`src/rtl/tpo_pkg.sv`:
```
// Package of constants for the timing pattern output register block
package tpo_pkg;
    // Register offsets (printed offsets are not all multiples of four: indices)
    localparam logic [15:0] IDX_HIGH_PAIR = 16'hFFA4;
    localparam logic [15:0] IDX_LOW_PAIR = 16'hFFA5;
    localparam logic [15:0] IDX_GRP2_ALIAS = 16'hFFA6;
    localparam logic [15:0] IDX_GRP0_ALIAS = 16'hFFA7;
    localparam logic [15:0] IDX_TRIG_SEL = 16'hFFA1;
    localparam logic [15:0] IDX_HIGH_EN = 16'hFFA2;
    localparam logic [15:0] IDX_LOW_EN = 16'hFFA3;
    localparam logic [15:0] IDX_LOW_DIR = 16'hFFD1;
    localparam logic [15:0] IDX_LOW_DATA = 16'hFFD3;
    localparam logic [15:0] IDX_HIGH_DIR = 16'hFFD4;
    localparam logic [15:0] IDX_HIGH_DATA = 16'hFFD6;
    // Reset values
    localparam logic [7:0] RST_NEXT_DATA = 8'h00;
    localparam logic [7:0] RST_ENABLE = 8'h00;
    localparam logic [7:0] RST_TRIG_SEL = 8'hFF;
    localparam logic [7:0] RST_DIR = 8'h00;
    localparam logic [7:0] RST_PORT_DATA = 8'h00;
    localparam logic [7:0] RESERVED_ONES = 8'hFF;
    // Trigger select field positions, two bits per group
    localparam int SEL_GRP0_LSB = 0;
    localparam int SEL_GRP1_LSB = 2;
    localparam int SEL_GRP2_LSB = 4;
    localparam int SEL_GRP3_LSB = 6;
    localparam int NUM_GROUPS = 4;
    localparam int NUM_CHANNELS = 4;
    // Timer channel codes
    typedef enum logic [1:0] {
        TPO_CH0 = 2'b00,
        TPO_CH1 = 2'b01,
        TPO_CH2 = 2'b10,
        TPO_CH3 = 2'b11
    } tpo_chan_t;
endpackage

```
`src/rtl/tpo_group_xfer.sv`:
```
// One 4-bit output group: trigger selection and masked next-data transfer
module tpo_group_xfer (
    // Clock and reset
    input wire logic pclk,
    input wire logic presetn,
    // Timer triggers and group trigger select
    input wire logic [3:0] cmp_match,
    input wire logic [1:0] trig_sel,
    // Data sources
    input wire logic [3:0] next_data,
    input wire logic [3:0] bit_enables,
    input wire logic [3:0] sw_wdata,
    input wire logic sw_we,
    // Port data nibble
    output logic [3:0] port_data
);
    logic [3:0] port_data_reg;
    logic [3:0] port_data_next;
    wire trig_hit;
    wire [3:0] sw_data;

    // Channel decode of the group trigger
    assign trig_hit = cmp_match[trig_sel]; // RQ15 RQ16 RQ17 RQ18 RQ19 RQ21
    // Software writes reach only disabled bits
    assign sw_data = sw_we ? ((sw_wdata & ~bit_enables) | (port_data_reg & bit_enables)) : port_data_reg; // RQ3
    // Trigger moves enabled next-data bits in; disabled bits keep sw_data (held, or a software write in the same cycle)
    assign port_data_next = trig_hit ? ((next_data & bit_enables) | (sw_data & ~bit_enables)) : sw_data; // RQ11 RQ12

    // Port data register
    always_ff @(posedge pclk or negedge presetn) begin
        if (!presetn) begin
            port_data_reg <= tpo_pkg::RST_PORT_DATA[3:0];
        end else begin
            port_data_reg <= port_data_next;
        end
    end
    assign port_data = port_data_reg;
endmodule

```
`src/rtl/tpo_regs.sv`:
```
// Timing pattern output register file, APB slave and group transfer logic
// Functional notes
// RQ1: Software sets direction bits for pattern pins
// RQ2: Low port data holds groups zero, one
// RQ3: Enabled port data bits ignore software writes
// RQ4: Selected trigger copies low next data
// RQ5: Selected trigger copies high next data
// RQ6: Next data resets to zero
// RQ7: Shared low trigger: one register, alias ones
// RQ8: Split low trigger: nibbles at two addresses
// RQ9: Shared high trigger: one register, alias ones
// RQ10: Split high trigger: nibbles at two addresses
// RQ11: Enabled low bits transfer, disabled hold
// RQ12: Enabled high bits transfer, disabled hold
// RQ13: Enable registers read/write, reset to zero
// RQ14: Trigger select resets to all ones
// RQ15: Bits seven, six pick group three channel
// RQ16: Bits five, four pick group two channel
// RQ17: Bits three, two pick group one channel
// RQ18: Bits one, zero pick group zero channel
// RQ19: Group zero codes one to three
// RQ20: Pin drives only when direction and enable
// RQ21: Trigger pulse loads all selecting groups together
//
// Our own choice: the APB slave port.
module tpo_regs (
    // APB clock and reset
    input wire logic pclk,
    input wire logic presetn,
    // APB slave
    input wire logic psel,
    input wire logic penable,
    input wire logic pwrite,
    input wire logic [17:0] paddr,
    input wire logic [31:0] pwdata,
    input wire logic [3:0] pstrb,
    output logic [31:0] prdata,
    output logic pready,
    output logic pslverr,
    // Timer compare-match pulses, one per channel
    input wire logic [3:0] cmp_match,
    // Pattern pins
    output logic [15:0] pattern_pins,
    output logic [15:0] pattern_pins_oe,
    output logic [15:0] pattern_active
);

    ////////////////////////////////////////////////////////////////////////////
    // Registers
    logic [7:0] next_data_low_pair_reg;
    logic [7:0] next_data_high_pair_reg;
    logic [7:0] low_transfer_enable_reg;
    logic [7:0] high_transfer_enable_reg;
    logic [7:0] group_trigger_select_reg;
    logic [7:0] low_port_direction_reg;
    logic [7:0] high_port_direction_reg;
    logic [31:0] prdata_reg;
    logic pready_reg;
    logic pslverr_reg;
    logic [15:0] pins_reg;
    logic [15:0] oe_reg;
    wire [15:0] port_data;
    logic [31:0] prdata_next;
    logic [15:0] pin_drive;

    ////////////////////////////////////////////////////////////////////////////
    // Address decode
    function automatic logic hit(input logic [17:0] addr, input logic [15:0] idx);
        hit = (addr[17:2] == idx) && (addr[1:0] == 2'b00);
    endfunction

    wire setup = psel && !penable;
    wire wr = psel && penable && pready_reg && pwrite && pstrb[0];
    wire [1:0] sel_g0 = group_trigger_select_reg[tpo_pkg::SEL_GRP0_LSB +: 2];
    wire [1:0] sel_g1 = group_trigger_select_reg[tpo_pkg::SEL_GRP1_LSB +: 2];
    wire [1:0] sel_g2 = group_trigger_select_reg[tpo_pkg::SEL_GRP2_LSB +: 2];
    wire [1:0] sel_g3 = group_trigger_select_reg[tpo_pkg::SEL_GRP3_LSB +: 2];
    wire low_shared = (sel_g0 == sel_g1); // RQ7 RQ8
    wire high_shared = (sel_g2 == sel_g3); // RQ9 RQ10
    wire a_hpair = hit(paddr, tpo_pkg::IDX_HIGH_PAIR);
    wire a_lpair = hit(paddr, tpo_pkg::IDX_LOW_PAIR);
    wire a_g2 = hit(paddr, tpo_pkg::IDX_GRP2_ALIAS);
    wire a_g0 = hit(paddr, tpo_pkg::IDX_GRP0_ALIAS);
    wire a_tsel = hit(paddr, tpo_pkg::IDX_TRIG_SEL);
    wire a_hen = hit(paddr, tpo_pkg::IDX_HIGH_EN);
    wire a_len = hit(paddr, tpo_pkg::IDX_LOW_EN);
    wire a_ldir = hit(paddr, tpo_pkg::IDX_LOW_DIR);
    wire a_ldat = hit(paddr, tpo_pkg::IDX_LOW_DATA);
    wire a_hdir = hit(paddr, tpo_pkg::IDX_HIGH_DIR);
    wire a_hdat = hit(paddr, tpo_pkg::IDX_HIGH_DATA);
    wire mapped = a_hpair | a_lpair | a_g2 | a_g0 | a_tsel | a_hen | a_len | a_ldir | a_ldat | a_hdir | a_hdat;
    wire [7:0] wb = pwdata[7:0];

    ////////////////////////////////////////////////////////////////////////////
    // Next-data write steering per nibble (upper at pair, lower at pair or alias)
    wire wr_g1 = wr && a_lpair; // RQ7 RQ8
    wire wr_g0 = wr && (low_shared ? a_lpair : a_g0); // RQ7 RQ8
    wire wr_g3 = wr && a_hpair; // RQ9 RQ10
    wire wr_g2 = wr && (high_shared ? a_hpair : a_g2); // RQ9 RQ10
    wire [7:0] ndl_next = {wr_g1 ? wb[7:4] : next_data_low_pair_reg[7:4],
                           wr_g0 ? wb[3:0] : next_data_low_pair_reg[3:0]};
    wire [7:0] ndh_next = {wr_g3 ? wb[7:4] : next_data_high_pair_reg[7:4],
                           wr_g2 ? wb[3:0] : next_data_high_pair_reg[3:0]};

    // Next-data, enable, select and direction registers
    always_ff @(posedge pclk or negedge presetn) begin
        if (!presetn) begin
            next_data_low_pair_reg <= tpo_pkg::RST_NEXT_DATA; // RQ6
            next_data_high_pair_reg <= tpo_pkg::RST_NEXT_DATA; // RQ6
            low_transfer_enable_reg <= tpo_pkg::RST_ENABLE; // RQ13
            high_transfer_enable_reg <= tpo_pkg::RST_ENABLE; // RQ13
            group_trigger_select_reg <= tpo_pkg::RST_TRIG_SEL; // RQ14
            low_port_direction_reg <= tpo_pkg::RST_DIR;
            high_port_direction_reg <= tpo_pkg::RST_DIR;
        end else begin
            next_data_low_pair_reg <= ndl_next;
            next_data_high_pair_reg <= ndh_next;
            if (wr && a_len) begin
                low_transfer_enable_reg <= wb; // RQ13
            end
            if (wr && a_hen) begin
                high_transfer_enable_reg <= wb; // RQ13
            end
            if (wr && a_tsel) begin
                group_trigger_select_reg <= wb;
            end
            if (wr && a_ldir) begin
                low_port_direction_reg <= wb; // RQ1
            end
            if (wr && a_hdir) begin
                high_port_direction_reg <= wb; // RQ1
            end
        end
    end

    ////////////////////////////////////////////////////////////////////////////
    // Four group transfer units, one trigger pulse per channel
    wire [15:0] nd_all = {next_data_high_pair_reg, next_data_low_pair_reg};
    wire [15:0] en_all = {high_transfer_enable_reg, low_transfer_enable_reg};
    wire [15:0] wd_all = {wb, wb};
    wire [3:0] dat_we = {wr && a_hdat, wr && a_hdat, wr && a_ldat, wr && a_ldat};

    genvar g;
    generate
        for (g = 0; g < tpo_pkg::NUM_GROUPS; g++) begin : gen_grp
            tpo_group_xfer u_grp (
                .pclk(pclk),
                .presetn(presetn),
                .cmp_match(cmp_match),
                .trig_sel(group_trigger_select_reg[2*g +: 2]),
                .next_data(nd_all[4*g +: 4]),
                .bit_enables(en_all[4*g +: 4]),
                .sw_wdata(wd_all[4*g +: 4]),
                .sw_we(dat_we[g]),
                .port_data(port_data[4*g +: 4])
            ); // RQ2 RQ4 RQ5 RQ21
        end
    endgenerate

    ////////////////////////////////////////////////////////////////////////////
    // Read mux; reserved alias nibbles read as ones
    always_comb begin
        prdata_next = 32'h0000_0000;
        if (a_lpair) begin
            prdata_next[7:0] = low_shared ? next_data_low_pair_reg :
                               {next_data_low_pair_reg[7:4], tpo_pkg::RESERVED_ONES[3:0]}; // RQ7 RQ8
        end else if (a_g0) begin
            prdata_next[7:0] = low_shared ? tpo_pkg::RESERVED_ONES :
                               {tpo_pkg::RESERVED_ONES[7:4], next_data_low_pair_reg[3:0]}; // RQ7 RQ8
        end else if (a_hpair) begin
            prdata_next[7:0] = high_shared ? next_data_high_pair_reg :
                               {next_data_high_pair_reg[7:4], tpo_pkg::RESERVED_ONES[3:0]}; // RQ9 RQ10
        end else if (a_g2) begin
            prdata_next[7:0] = high_shared ? tpo_pkg::RESERVED_ONES :
                               {tpo_pkg::RESERVED_ONES[7:4], next_data_high_pair_reg[3:0]}; // RQ9 RQ10
        end else if (a_tsel) begin
            prdata_next[7:0] = group_trigger_select_reg;
        end else if (a_len) begin
            prdata_next[7:0] = low_transfer_enable_reg;
        end else if (a_hen) begin
            prdata_next[7:0] = high_transfer_enable_reg;
        end else if (a_ldat) begin
            prdata_next[7:0] = port_data[7:0];
        end else if (a_hdat) begin
            prdata_next[7:0] = port_data[15:8];
        end
    end

    // APB answer: no wait states, error on unmapped address
    always_ff @(posedge pclk or negedge presetn) begin
        if (!presetn) begin
            prdata_reg <= 32'h0000_0000;
            pready_reg <= 1'b0;
            pslverr_reg <= 1'b0;
        end else begin
            pready_reg <= setup;
            pslverr_reg <= setup && !mapped;
            prdata_reg <= (setup && !pwrite) ? prdata_next : prdata_reg;
        end
    end
    assign prdata = prdata_reg;
    assign pready = pready_reg;
    assign pslverr = pslverr_reg;

    ////////////////////////////////////////////////////////////////////////////
    // Pin drive: direction and enable both set
    assign pin_drive = {high_port_direction_reg, low_port_direction_reg} & en_all; // RQ20
    always_ff @(posedge pclk or negedge presetn) begin
        if (!presetn) begin
            pins_reg <= 16'h0000;
            oe_reg <= 16'h0000;
        end else begin
            pins_reg <= port_data;
            oe_reg <= pin_drive; // RQ20
        end
    end
    assign pattern_pins = pins_reg;
    assign pattern_pins_oe = oe_reg; // RQ20
    assign pattern_active = oe_reg;
endmodule

```
`config.mk`:
```
export PLATFORM = sky130hd
export DESIGN_NAME = tpo_regs
export DESIGN_NICKNAME = d
export VERILOG_FILES = /design/src/rtl/tpo_pkg.sv /design/src/rtl/tpo_group_xfer.sv /design/src/rtl/tpo_regs.sv
export SDC_FILE = /design/constraint.sdc
export NUM_CORES = 1
export LEC_CHECK = 0
export BUFFER_PORTS_ARGS = -buffer_cell sky130_fd_sc_hd__buf_4
export CAP_MARGIN = 10
export CORE_MARGIN = 10
export CORE_UTILIZATION = 53
export CTS_CLUSTER_DIAMETER = 50
export DETAILED_ROUTE_END_ITERATION = 16
export GPL_TIMING_DRIVEN = 0
export PLACE_DENSITY = 0.8
export SLEW_MARGIN = 20
export SYNTH_ARGS = -nofsm -noshare
export SYNTH_HDL_FRONTEND = slang
export SYNTH_SLANG_ARGS = --single-unit
```
`constraint.sdc`:
```
create_clock -name pclk -period 2.5 [get_ports pclk]
set_input_delay 0.25 -clock pclk [delete_from_list [all_inputs] [get_ports pclk]]
set_output_delay 0.25 -clock pclk [all_outputs]
set_load 0.05 [all_outputs]
```
==> impl_metrics.json <==
{
  "status": "finished clean",
  "final_area_um2": 7103,
  "antenna_found_initial": 0,
  "grt_overflow_total": 0,
  "synth_edf_count": 0,
  "clk_path_buf_depth": 2,
  "layout_min_cycle_time_ns": 2.320,
  "netlist_area_um2": 5508,
  "grt_pass1_vias": 4363,
  "ys_types": 56,
  "viasPerCell": 5.690,
  "syn_avg_cell_area_um2": 11.79,
  "critPathRequiredTime_ns": 2.90,
  "core_area_um2": 10230,
  "comb_power_share_pct": 8.1,
  "layout-drive-gt1-share_pct": 39.51,
  "seq_area_um2": 2863,
  "relSlewSlack_pct": 33.44,
  "crit_type": "input port to register",
  "dr.pass1.iters": 5,
  "clkPwrFrac_pct": 52.5,
  "synthTopCellsByArea": "dfrtp_1 (48%), mux2_2 (11%), buf_4 (5.5%)",
  "leakage_nw": 3.423,
  "hpwl_mm": 10.56,
  "synth_ff_type": "dfrtp_1",
  "cap_violations": 0,
  "ctsHtreeMaxLevel": 4,
  "path_cells": "buf_4 -> clkbuf_1 -> nor3b_1 -> nand4_1 -> clkbuf_1 -> o31a_1 -> o21a_1",
  "die_height_um": 121.9,
  "fin_cells": 751,
  "die-area_um2": 14870,
  "globalplace.congestion": 0.9493,
  "start_util_pct": 53.83,
  "p_sw_w": 0.001081,
  "finalHoldViolations": 0,
  "final_max_slew_viol_count": 0,
  "path_common_cell": "clkbuf_1",
  "synthCells": 467,
  "cts_setup_buffers": 0,
  "synth_seq_cells": 114,
  "drc_errors": 0,
  "internal_power_w": 0.003643,
  "yosysMostFrequentCell": "dfrtp_1",
  "setup.worst_path.end_class": "register",
  "die_w_um": 121.9,
  "ys_seq_area_share_pct": 51.98,
  "grt_max_degree": 115,
  "place_area_um2": 6459,
  "synth_top_area_cell": "dfrtp_1",
  "grt_setup_unrepaired": "no",
  "min-delay-path-class": "input port to register",
  "arrival_ns": 2.72,
  "synth_top_area_share_pct": 48.16,
  "setup_violations": 0,
  "cts_made_buffers": 17,
  "drtIter0Drc": 327,
  "antenna_cells": 0,
  "fin_crit_sh_pct": 92.81,
  "cts_tree": "built",
  "grt_pass1_wl_mm": 23.09,
  "p_seq_share_pct": 39.5,
  "finish.utilization_pct": 69.43,
  "numClockSinks": 114,
  "clk_latency_ns": 0.51,
  "groute.usage.overall_pct": 19.86,
  "fill_cells": 728,
  "p_per_area_nw_per_um2": 665.1,
  "swShare_pct": 22.88,
  "worst_pin_slew_ns": 0.9984,
  "postRouteAntennaNets": 0,
  "port_buffers": 92,
  "crit_path_start_kind": "input port",
  "io_pins": 145,
  "path_clk_slew_ns": 0.06,
  "wire_per_inst_um": 19.69,
  "vdd_ir_drop_max_uv": 564.4,
  "wirelength_mm": 14.78,
  "route.vias.total": 4273,
  "synth_commonest_cells": "dfrtp_1 (106), mux2_2 (56), buf_4 (40)",
  "multiInputGateArea_um2": 2369,
  "max_freq_ghz": 0.4310,
  "slowest_stage": "nor3b_1",
  "path_max_fanout": 10,
  "rows": 37,
  "cpPeakStageDelay_ns": 0.79,
  "skew_ns": 0.007428,
  "yosysWarnings": 0,
  "nets": 665,
  "synthToLayoutAreaGrowth_pct": 28.96,
  "clockRootBuffer": "clkbuf_8",
  "place_inst": 718,
  "synth_async_sr_flop_share_pct": 100.0
}
## final timing paths
| kind | to | startpoint | cells past startpoint | slack, ns |
|---|---|---|---|---|
| max | gen_grp[1].u_grp.port_data[1] | paddr[2] | 7 | 0.18 |
| min | pready | psel | 3 | 0.02 |
| max reg2reg | next_data_low_pair_reg[1] | group_trigger_select_reg[1] | 6 | 0.32 |
| min reg2reg | pattern_pins[6] | gen_grp[1].u_grp.port_data[2] | 0 | 0.41 |
| max in group asynchronous | pattern_pins[3] | presetn | 2 | 1.34 |
| min in group asynchronous | high_port_direction_reg[4] | presetn | 2 | 0.47 |
## power groups by stage
stage | combinational (W) | sequential, W | clock, W
after floorplan | 0.000185 | 0.00194 | 0
after global placement | 0.000368 | 0.00190 | 0
after detailed placement | 0.000373 | 0.00190 | 0
after CTS | 0.000376 | 0.00187 | 0.00250
after global routing | 0.000408 | 0.00187 | 0.00259
final | 0.000380 | 0.00187 | 0.00248
## logic make-up (layout without fill, tap and decap cells)
family                    after synthesis  after routing  share of synthesized area (%)
AOI/OAI and AO/OA                      99             99                          12.22
xor gates and xnor gates                4              4                         0.6362
buffers and inverters                  58            183                          6.815
DFF                                   114            114                          51.98
muxes                                  70             70                          14.90
other                                   1             24                        0.06809
and+or+nand+nor                       121            121                          13.38
## repair_timing
action	in CTS	in global routing
hold buffers	1	0
endpoints found under the setup margin	0	16
gates resized for setup	0	2
endpoints found under the hold margin	106	0
## final cells by class
cell class                      instances  share of cell area (%)
Sequential cell                       114                   40.30
Multi-Input combinational cell        318                   33.35
Timing Repair Buffer                   93                   9.917
Clock buffer                           23                   6.993
Buffer                                 57                   5.232
Tap cell                              136                   2.396
Clock inverter                          9                   1.761
Inverter                                1                 0.05284
## metal layers
layer / vias to the layer above / global-route usage, % / part of all wire (%)
met4: 0 / 8.271 / 2.2
met5: - / 0 / 0
met2: 215 / 29.98 / 46
met3: 34 / 7.539 / 9.6
met1: 2080 / 25.15 / 42
li1: 1944 / - / -
## per-stage QoR
| step | TNS [ns] | worst slack, ns | hold WS (ns) | power [W] |
|---|---|---|---|---|
| 4_1_cts | 0 | 0.1206 | 0.005261 | 0.004739 |
| 3_5_place_dp | -11.77 | -0.4181 | 0.4000 | 0.002270 |
| 2_1_floorplan | 0 | 0.1667 | -0.04559 | 0.002124 |
| 3_3_place_gp | -9.098 | -0.3478 | 0.3957 | 0.002264 |
| 6_report | 0 | 0.1797 | 0.02060 | 0.004724 |
| 5_1_grt | 0 | 0.008928 | 0.01887 | 0.004860 |
## critical path: cells and delay by family
| kind | cells | cell delay [ns] |
|---|---|---|
| buffers and inverters | 3 | 0.80 |
| AND/OR/NAND/NOR | 2 | 1.24 |
| AO/OA/AOI/OAI | 2 | 0.42 |
## cells in the final DEF, fill, tap and decap left out, types with 10 or more instances in the layout
cell type	synthesis	layout
conb_1	1	24
buf_4	40	131
nand2_1	27	27
clkbuf_1	14	14
o21ai_0	22	22
dfrtp_1	106	106
mux2i_1	10	10
o31a_1	14	14
and2_1	16	16
a21oi_1	17	17
nand3b_1	15	15
o21a_1	15	15
clkbuf_16	0	16
nor2_1	10	10
mux2_2	56	56
(Power assumes the default switching activity.)
